### config.mk
export PLATFORM = sky130hd
export DESIGN_NAME = hscp_port
export DESIGN_NICKNAME = d
export VERILOG_FILES = /design/src/verilog/hscp_pkg.sv /design/src/verilog/hscp_sync.sv /design/src/verilog/hscp_port.sv
export SDC_FILE = /design/constraint.sdc
export NUM_CORES = 1
export LEC_CHECK = 0
export BUFFER_PORTS_ARGS = -buffer_cell sky130_fd_sc_hd__buf_2
export CORE_UTILIZATION = 40
export DETAILED_ROUTE_END_ITERATION = 16
export PLACE_DENSITY = 0.6
export SLEW_MARGIN = 0
export SYNTH_ARGS = -nofsm -noshare
export SYNTH_HDL_FRONTEND = slang
export SYNTH_HIERARCHICAL = 1
export SYNTH_SLANG_ARGS = --single-unit
export TNS_END_PERCENT = 1
### constraint.sdc
create_clock -name clk_in -period 2.1 [get_ports clk_in]
set_input_delay 0.42 -clock clk_in [delete_from_list [all_inputs] [get_ports clk_in]]
set_output_delay 0.42 -clock clk_in [all_outputs]
set_load 0.1 [all_outputs]
### src/verilog/hscp_pkg.sv
package hscp_pkg;
    // Address byte layout: bit 7 = read, bits 6:5 = data byte count
    localparam int ADDR_W = 8;
    localparam int READ_BIT = 7;
    localparam int CNT_HI = 6;
    localparam int CNT_LO = 5;
    localparam logic [1:0] CNT_MAX = 2'h2;
    localparam int SYNC_STAGES = 2;
    localparam logic [7:0] PSAVE_RESET = 8'hff;
    localparam logic [7:0] XTAL_AND_PORT_ON = 8'h03;

    typedef enum logic [1:0] {
        HSCP_ADDR = 2'b00,
        HSCP_DATA = 2'b01,
        HSCP_DONE = 2'b11
    } hscp_state_t;

    typedef struct packed {
        logic [7:0] addr;
        logic [15:0] data;
        logic [1:0] count;
        logic read;
    } hscp_cmd_t;
endpackage

### src/verilog/hscp_sync.sv
`timescale 1ns/1ps
module hscp_sync #(
    parameter int WIDTH = 3
) (
    // Clock and reset
    input wire logic clk_in,
    input wire logic nrst_in,
    // Data
    input wire logic [WIDTH-1:0] d_in,
    output logic [WIDTH-1:0] q_out
);
    logic [WIDTH-1:0] meta_r;

    always_ff @(posedge clk_in or negedge nrst_in) begin
        if (!nrst_in) begin
            meta_r <= '1;
            q_out <= '1;
        end else begin
            meta_r <= d_in;
            q_out <= meta_r;
        end
    end
endmodule

### src/verilog/hscp_port.sv
// Contract
// Host sends one to three bytes, MSB first; the port takes an address byte plus up to two data bytes
// Reply bytes shifted out MSB first
// Sample command_in on serial clock rise
// Act on command when select rises
// Work with either serial clock idle level
// Drive reply after clock low, release on deselect
// Reset leaves all but oscillator, port powersaved
// First byte is address, sets direction, count
`timescale 1ns/1ps
module hscp_port (
    // Clock and reset
    input wire logic clk_in,
    input wire logic nrst_in,
    // Serial link pins
    input wire logic sclk_in,
    input wire logic chip_select_low_in,
    input wire logic command_in,
    output logic reply_out,
    output logic reply_oe_out,
    // Command to device core
    output hscp_pkg::hscp_cmd_t cmd_out,
    output logic cmd_valid_out,
    input wire logic [15:0] read_data_in,
    // Powersave state
    output logic [7:0] powersave_out
);
    logic [2:0] pins_s;
    logic sclk_s;
    logic csn_s;
    logic cdat_s;
    logic sclk_d_r;
    logic csn_d_r;
    logic rise;
    logic fall;
    logic sel_rise;
    logic sel_fall;
    hscp_pkg::hscp_state_t state_r;
    logic [2:0] bit_r;
    logic [7:0] shift_r;
    logic [7:0] addr_r;
    logic [15:0] data_r;
    logic [1:0] got_r;
    logic [15:0] tx_r;
    logic drive_r;
    logic [7:0] rx_byte;
    logic byte_done;
    logic frame_end;
    logic reply_shift;

    hscp_sync #(
        .WIDTH(3)
    ) u_sync (
        .clk_in(clk_in),
        .nrst_in(nrst_in),
        .d_in({sclk_in, chip_select_low_in, command_in}),
        .q_out(pins_s)
    );

    assign sclk_s = pins_s[2];
    assign csn_s = pins_s[1];
    assign cdat_s = pins_s[0];

    function automatic logic [1:0] byte_count(input logic [7:0] a);
        byte_count = (a[hscp_pkg::CNT_HI:hscp_pkg::CNT_LO] > hscp_pkg::CNT_MAX)
            ? hscp_pkg::CNT_MAX : a[hscp_pkg::CNT_HI:hscp_pkg::CNT_LO];
    endfunction

    always_ff @(posedge clk_in or negedge nrst_in) begin
        if (!nrst_in) begin
            sclk_d_r <= 1'b0;
        end else begin
            sclk_d_r <= sclk_s;
        end
    end

    always_ff @(posedge clk_in or negedge nrst_in) begin
        if (!nrst_in) begin
            csn_d_r <= 1'b1;
        end else begin
            csn_d_r <= csn_s;
        end
    end

    // Edges count only while selected, so idle level of the clock is irrelevant
    assign rise = !csn_s && sclk_s && !sclk_d_r && !csn_d_r;
    assign fall = !csn_s && !sclk_s && sclk_d_r;
    assign sel_fall = csn_d_r && !csn_s;
    assign sel_rise = !csn_d_r && csn_s;
    assign rx_byte = {shift_r[6:0], cdat_s};
    assign byte_done = rise && (bit_r == 3'h7);
    assign frame_end = sel_rise && (state_r == hscp_pkg::HSCP_DONE);
    assign reply_shift = fall && (state_r != hscp_pkg::HSCP_ADDR);

    // Bit position within the current byte
    always_ff @(posedge clk_in or negedge nrst_in) begin
        if (!nrst_in) begin
            bit_r <= 3'h0;
        end else if (sel_fall) begin
            bit_r <= 3'h0;
        end else if (rise) begin
            bit_r <= bit_r + 3'h1;
        end
    end

    // Serial input shifter, first bit ends up in bit 7
    always_ff @(posedge clk_in or negedge nrst_in) begin
        if (!nrst_in) begin
            shift_r <= 8'h00;
        end else if (rise) begin
            shift_r <= rx_byte;
        end
    end

    // Address byte capture
    always_ff @(posedge clk_in or negedge nrst_in) begin
        if (!nrst_in) begin
            addr_r <= 8'h00;
        end else if (byte_done && state_r == hscp_pkg::HSCP_ADDR) begin
            addr_r <= rx_byte;
        end
    end

    // Data bytes, first of two lands in the upper half, a single byte in the lower
    always_ff @(posedge clk_in or negedge nrst_in) begin
        if (!nrst_in) begin
            data_r <= 16'h0000;
            got_r <= 2'h0;
        end else if (sel_fall) begin
            data_r <= 16'h0000;
            got_r <= 2'h0;
        end else if (byte_done && state_r == hscp_pkg::HSCP_DATA) begin
            data_r <= {data_r[7:0], rx_byte};
            got_r <= got_r + 2'h1;
        end
    end

    // Receive state machine: address byte, then its data bytes
    always_ff @(posedge clk_in or negedge nrst_in) begin
        if (!nrst_in) begin
            state_r <= hscp_pkg::HSCP_ADDR;
        end else if (sel_fall) begin
            state_r <= hscp_pkg::HSCP_ADDR;
        end else if (byte_done) begin
            case (state_r)
                hscp_pkg::HSCP_ADDR: begin
                    state_r <= (byte_count(rx_byte) == 2'h0)
                        ? hscp_pkg::HSCP_DONE : hscp_pkg::HSCP_DATA;
                end
                hscp_pkg::HSCP_DATA: begin
                    if (got_r + 2'h1 == byte_count(addr_r)) begin
                        state_r <= hscp_pkg::HSCP_DONE;
                    end
                end
                default: begin
                    state_r <= hscp_pkg::HSCP_DONE;
                end
            endcase
        end
    end

    // Command strobe, raised only on deselect after a complete frame
    always_ff @(posedge clk_in or negedge nrst_in) begin
        if (!nrst_in) begin
            cmd_valid_out <= 1'b0;
        end else begin
            cmd_valid_out <= frame_end;
        end
    end

    // Command payload holds until the next complete frame
    always_ff @(posedge clk_in or negedge nrst_in) begin
        if (!nrst_in) begin
            cmd_out <= '0;
        end else if (frame_end) begin
            cmd_out.addr <= addr_r;
            cmd_out.data <= data_r;
            cmd_out.count <= byte_count(addr_r);
            cmd_out.read <= addr_r[hscp_pkg::READ_BIT];
        end
    end

    // Reply word loads when the address byte completes
    always_ff @(posedge clk_in or negedge nrst_in) begin
        if (!nrst_in) begin
            tx_r <= 16'h0000;
        end else if (byte_done && state_r == hscp_pkg::HSCP_ADDR) begin
            tx_r <= (byte_count(rx_byte) == 2'h1)
                ? {read_data_in[7:0], 8'h00} : read_data_in;
        end else if (reply_shift) begin
            tx_r <= {tx_r[14:0], 1'b0};
        end
    end

    // Reply bit changes on falling serial clock edges only
    always_ff @(posedge clk_in or negedge nrst_in) begin
        if (!nrst_in) begin
            reply_out <= 1'b0;
        end else if (reply_shift) begin
            reply_out <= tx_r[15];
        end
    end

    // Output enable follows a low clock phase, drops on deselect
    // A new frame starts released, so a stale read address cannot drive early
    always_ff @(posedge clk_in or negedge nrst_in) begin
        if (!nrst_in) begin
            drive_r <= 1'b0;
        end else if (csn_s || sel_fall) begin
            drive_r <= 1'b0;
        end else if (!sclk_s && addr_r[hscp_pkg::READ_BIT]
                     && state_r != hscp_pkg::HSCP_ADDR) begin
            drive_r <= 1'b1;
        end
    end

    assign reply_oe_out = drive_r && !csn_s;

    always_ff @(posedge clk_in or negedge nrst_in) begin
        if (!nrst_in) begin
            powersave_out <= hscp_pkg::PSAVE_RESET & ~hscp_pkg::XTAL_AND_PORT_ON;
        end else if (cmd_valid_out && !cmd_out.read && cmd_out.count != 2'h0) begin
            powersave_out <= cmd_out.data[7:0] & ~hscp_pkg::XTAL_AND_PORT_ON;
        end
    end
endmodule

# After elaboration in Yosys (flattened, before gate mapping)

Cells that the tools add are included.

$add $sub $neg: 2
$lt $le $gt $ge: 2
Equality and inequality tests: 6
Mux-type cells: 18
Reductions and logical operators: 33

Operators by type and width:

| kind                | count |
|---|---|
| $mux 16             | 5 |
| $logic_and 1x1->1   | 17 |
| $mux 2              | 8 |
| $reduce_bool 2->1   | 7 |
| $mux 3              | 2 |
| $logic_not 1->1     | 5 |
| $eq 2x1->1 const B  | 2 |
| $gt 2x2->1 const B  | 2 |
| $logic_not 2->1     | 2 |
| $pmux 2 s2          | 1 |
| $add 3x1->3 const B | 1 |
| $eq 3x3->1 const B  | 1 |
| $ne 3x2->1 const B  | 1 |
| $add 2x1->2 const B | 1 |
| $eq 2x2->1          | 1 |
| $eq 2x2->1 const B  | 1 |
| $mux 1              | 2 |
| $reduce_and 2->1    | 1 |
| $logic_or 1x1->1    | 1 |

Bits in registers: 98
Input bits: 21
Logic and storage cells: 80

# Longest topological paths before layout

Depth after elaboration: 8
Gate-level depth with buffers: 7
Gate-level depth less buffers: 5

# Cells and area by module

Netlist, hierarchy kept.

Modules (own cells, without submodules):

| module    | times used | cells an instance | area an instance (um^2) | seq. area each (um^2) |
|---|---|---|---|---|
| hscp_port | 1          | 357               | 3849.9                  | 2285.9 |
| hscp_sync | 1          | 6                 | 157.7                   | 157.7 |

# Worst setup path before layout

No wires, ideal clock.

Kind: reg-to-output
From: register u_sync.q_out[1]
To: output port reply_oe_out
Arrival time: 1.813 ns
Required time: 1.680 ns
Slack: -0.133 ns
Stages on the path, launching flop included: 3
Buffers on the path: 1
Cell sequence: dfstp_2 -> buf_6 -> nor2b_1

Cells in the longest elaborated chain, start to end: 2

RTL lines:

| item                   | RTL line         | text |
|---|---|---|
| start, declared        | hscp_sync.sv:10  | `output logic [WIDTH-1:0] q_out` |
| start signal, assigned | hscp_sync.sv:20  | `q_out <= meta_r;` |
| $logic_not 1->1        | hscp_port.sv:217 | `assign reply_oe_out = drive_r && !csn_s;` |
| $logic_and 1x1->1      | hscp_port.sv:217 |  |
| end, declared          | hscp_port.sv:20  | `output logic reply_oe_out,` |

Every way passes these cells.

# Worst setup path after layout

From: register u_sync.q_out[2]
To: register addr_r[6]

Cells in the longest elaborated chain, start to end: 5

RTL lines:

| item                            | RTL line         | text |
|---|---|---|
| $logic_and 1x1->1 (3 in series) | hscp_port.sv:86  | `assign rise = !csn_s && sclk_s && !sclk_d_r && !csn_d_r;` |
| $logic_and 1x1->1               | hscp_port.sv:91  | `assign byte_done = rise && (bit_r == 3'h7);` |
| $logic_and 1x1->1               | hscp_port.sv:119 | `end else if (byte_done && state_r == hscp_pkg::HSCP_ADDR) begin` |
| end signal, assigned            | hscp_port.sv:120 | `addr_r <= rx_byte;` |
| end, declared                   | hscp_port.sv:41  | `logic [7:0] addr_r;` |

Every way passes these cells.
A chain may end at the register's enable or synchronous reset.

==> flow_metrics.py <==
metrics = {
    "floorplan": {
        "die_area_mm2": 0.0104,
        "die_w_um": 102,
        "die_h_um": 102,
        "num_rows": 36,
        "io_pins": 59,
        "start_util_pct": 41.2,
        "core_area_mm2": 0.00973,
    },
    "clocking": {
        "htreeDepth": 3,
        "cts_resized": 0,
        "cts.sinks": 97,
        "post_cts_buffers": 0,
        "numCtsBuffers": 9,
        "postCtsHoldBufs": 0,
        "clock_latency_ps": 350,
        "cts.path.max_buffers": 2,
        "clk_pin_slew_ps": 90,
        "clockRootBuffer": "clkbuf_8",
        "cts_tree": "done",
    },
    "synth": {
        "avgSynthCellArea_um2": 11.0,
        "ys_ff_latch": 97,
        "yosys_warnings": 6,
        "syn_area_mm2": 0.00401,
        "ys_types": 37,
        "yosysSeqAreaShare_pct": 61.0,
        "synthCells": 363,
    },
    "placed_design": {
        "place.port_buffers": 56,
        "pre_cts_ws_ps": 143,
        "gp_congestion": 0.732,
        "dp_hpwl_um": 4940,
        "placed_area_mm2": 0.00442,
    },
    "routing": {
        "routed_wirelength_um": 7390,
        "postRouteAntennaNets": 0,
        "dr.pass1.iters": 4,
        "vias_per_cell": 4.77,
        "via_count": 2645,
        "drc_errors": 0,
        "drtIter0Drc": 181,
        "wl_per_cell_um": 13.3,
    },
    "worst_setup_path": {
        "cp-end-kind": "register",
        "timing.rr.start": "u_sync/q_out[2]$_DFF_PN1_",
        "rrSetupSlack_ps": 150,
        "cp_max_fo": 26,
        "crit_arrival_ps": 2180,
        "path_cells": "nor4b_4, nand3_4, mux2_4",
        "crit_slowest_cell": "dfstp_2",
        "r2r-end": "addr_r[6]$_DFFE_PN0P_",
        "rr_worst_depth": 3,
        "slowest_delay_ps": 580,
        "required_ps": 2330,
        "cp-start-kind": "register",
        "critPathKind": "register to register",
    },
    "timing": {
        "min_period_ps": 1950,
        "hold_slack_ps": 111,
        "setup_tns_ps": 0,
        "maxSlewViolCount": 0,
        "setup_viol": 0,
        "max_freq_mhz": 513,
        "setup_slack_ps": 152,
        "rsz0062_at_grt": "true",
        "hold_viol": 0,
        "max_slew_margin_pct": 58.9,
        "period_share_pct": 92.8,
        "finClkSkew_ps": 12.2,
        "worst_slew_pin_slew_ps": 613,
    },
    "grt": {
        "antenna_found_initial": 0,
        "grt_max_degree": 98,
        "track_usage_pct": 15.4,
        "overflow": 0,
        "first_global_vias": 2494,
        "grt_pass1_wl_um": 12300,
    },
    "min_path": {
        "hold_class": "primary input to async pin",
    },
    "finish": {
        "final_core_util_pct": 47.2,
        "area_delta_synth_final_pct": 14.5,
        "final_net_count": 441,
        "fillCellCount": 950,
        "diodes": 0,
        "final_cell_area_mm2": 0.00459,
        "drive_above_1_share_pct": 28.4,
    },
    "power": {
        "clockPowerShare_pct": 32.6,
        "p_leak_nw": 2.37,
        "power.switching_mw": 0.822,
        "p_seq_share_pct": 60.9,
        "combinationalPowerShare_pct": 6.5,
        "power_density_mw_per_mm2": 708,
        "intPower_mw": 2.43,
        "p_sw_share_pct": 25.3,
        "worst_ir_drop_vdd_uv": 268,
    },
    "run": {
        "drv_cap": 0,
    },
    "run_status": {
        "status": "complete, no violations",
    },
}
## cell families (layout without fill, tap and decap cells)
group,Yosys count,in the layout,share of synthesized area [%]
AO/OA/AOI/OAI,49,49,7.71
adder cells (fa/ha/maj),2,2,0.624
buffers and inverters,24,82,3.53
flip-flops,97,97,61.0
multiplexers,39,39,10.6
other,1,2,0.0936
AND/OR/NAND/NOR,151,151,16.5
## flip-flops by register name (all words and copies together), names as in the netlist, 2 cells and up
register	cells
shift_r	7
powersave_out	6
u_sync/meta_r	3
u_sync/q_out	3
addr_r	8
state_r	2
data_r	16
bit_r	3
cmd_out	26
got_r	2
tx_r	16
## metrics by stage
stage	instances	power, mW
finish	555	3.25
global route	555	3.42
CTS	555	3.30
detailed placement	540	2.23
global placement	540	2.22
floorplan	364	2.13
## worst max path at each step
stage                                    startpoint                    end  slack, ps  cells after the start
after CTS                 u_sync/q_out[2]$_DFF_PN1_  addr_r[6]$_DFFE_PN0P_        130                      3
after global routing      u_sync/q_out[2]$_DFF_PN1_  addr_r[6]$_DFFE_PN0P_         -9                      3
after global placement    u_sync/q_out[2]$_DFF_PN1_  addr_r[7]$_DFFE_PN0P_        200                      3
after floorplan              cmd_out[0]$_DFFE_PN0P_            cmd_out[26]        340                      1
final                     u_sync/q_out[2]$_DFF_PN1_  addr_r[6]$_DFFE_PN0P_        150                      3
after detailed placement  u_sync/q_out[2]$_DFF_PN1_  addr_r[6]$_DFFE_PN0P_        140                      3
## routing by layer
layer	track usage, %	wire (um)
met5	0	0
met2	21.2	3240
met3	2.74	223
met4	7.25	111
met1	23.4	3810
## cells in the final DEF, fill, tap and decap left out, types with 2 or more instances in the layout
cell / netlist / layout
inv_1: 2 / 2
mux2i_1: 17 / 17
o21a_1: 2 / 2
clkbuf_8: 0 / 9
buf_4: 4 / 7
a21oi_1: 11 / 11
clkinv_4: 0 / 3
mux2_4: 2 / 2
clkinvlp_4: 0 / 2
buf_12: 0 / 2
nand4b_1: 2 / 2
nand2_1: 134 / 134
dfrtp_1: 84 / 84
o21ai_0: 6 / 6
dfstp_2: 13 / 13
nand2b_1: 3 / 3
ha_1: 2 / 2
buf_2: 5 / 55
a221o_1: 7 / 7
nor4b_4: 2 / 2
o21ai_1: 16 / 16
and2_1: 2 / 2
conb_1: 1 / 2
mux2_2: 20 / 20
## area by class of cell
class                      instances  area (um2)  area share, %
clock inverter                     6        46.3           1.01
tap                              133         166           3.63
clock buffer                       9         124           2.70
multi-input combinational        243        1430           31.1
inverter                           3        11.3          0.245
sequential                        97        2440           53.3
timing repair buffer              64         368           8.02
## critical path: cells and delay by family, from the launching register on
| family | cells | cell delay (ps) |
|---|---|---|
| simple gates | 2 | 840 |
| flops | 1 | 580 |
| mux | 1 | 410 |
## power groups by stage
stage / Sequential (mW) / Clock, mW / Combinational [mW]
after floorplan: 1.99 / 0 / 0.141
after global placement: 2.01 / 0 / 0.212
after detailed placement: 2.02 / 0 / 0.216
after CTS: 1.98 / 1.11 / 0.217
after global routing: 1.99 / 1.19 / 0.239
final: 1.98 / 1.06 / 0.210
## synthesized netlist by cell type
cell       instances  area [um2]
nand2_1          134         503
dfrtp_1           84        2100
mux2_2            20         225
mux2i_1           17         170
o21ai_1           16        80.1
dfstp_2           13         342
a21oi_1           11        55.1
clkbuf_1           8        30.0
a221o_1            7        70.1
o21ai_0            6        30.0
buf_2              5        25.0
buf_4              4        30.0
buf_6              4        45.0
nand2b_1           3        18.8
and2_1             2        12.5
ha_1               2        25.0
inv_1              2        7.51
mux2_4             2        30.0
nand4b_1           2        17.5
nor2b_1            2        12.5
nor4b_4            2        47.6
o21a_1             2        15.0
a211oi_1           1        7.51
a21oi_2            1        8.76
a32o_1             1        10.0
and4b_1            1        10.0
clkinv_1           1        3.75
conb_1             1        3.75
nand3_1            1        5.00
nand3_4            1        17.5
nor2_1             1        3.75
nor2_2             1        6.26
nor3_1             1        5.00
o211ai_1           1        7.51
o21bai_1           1        7.51
o2bb2ai_1          1        8.76
o31a_1             1        8.76
Power figures use the tool's default switching activity.
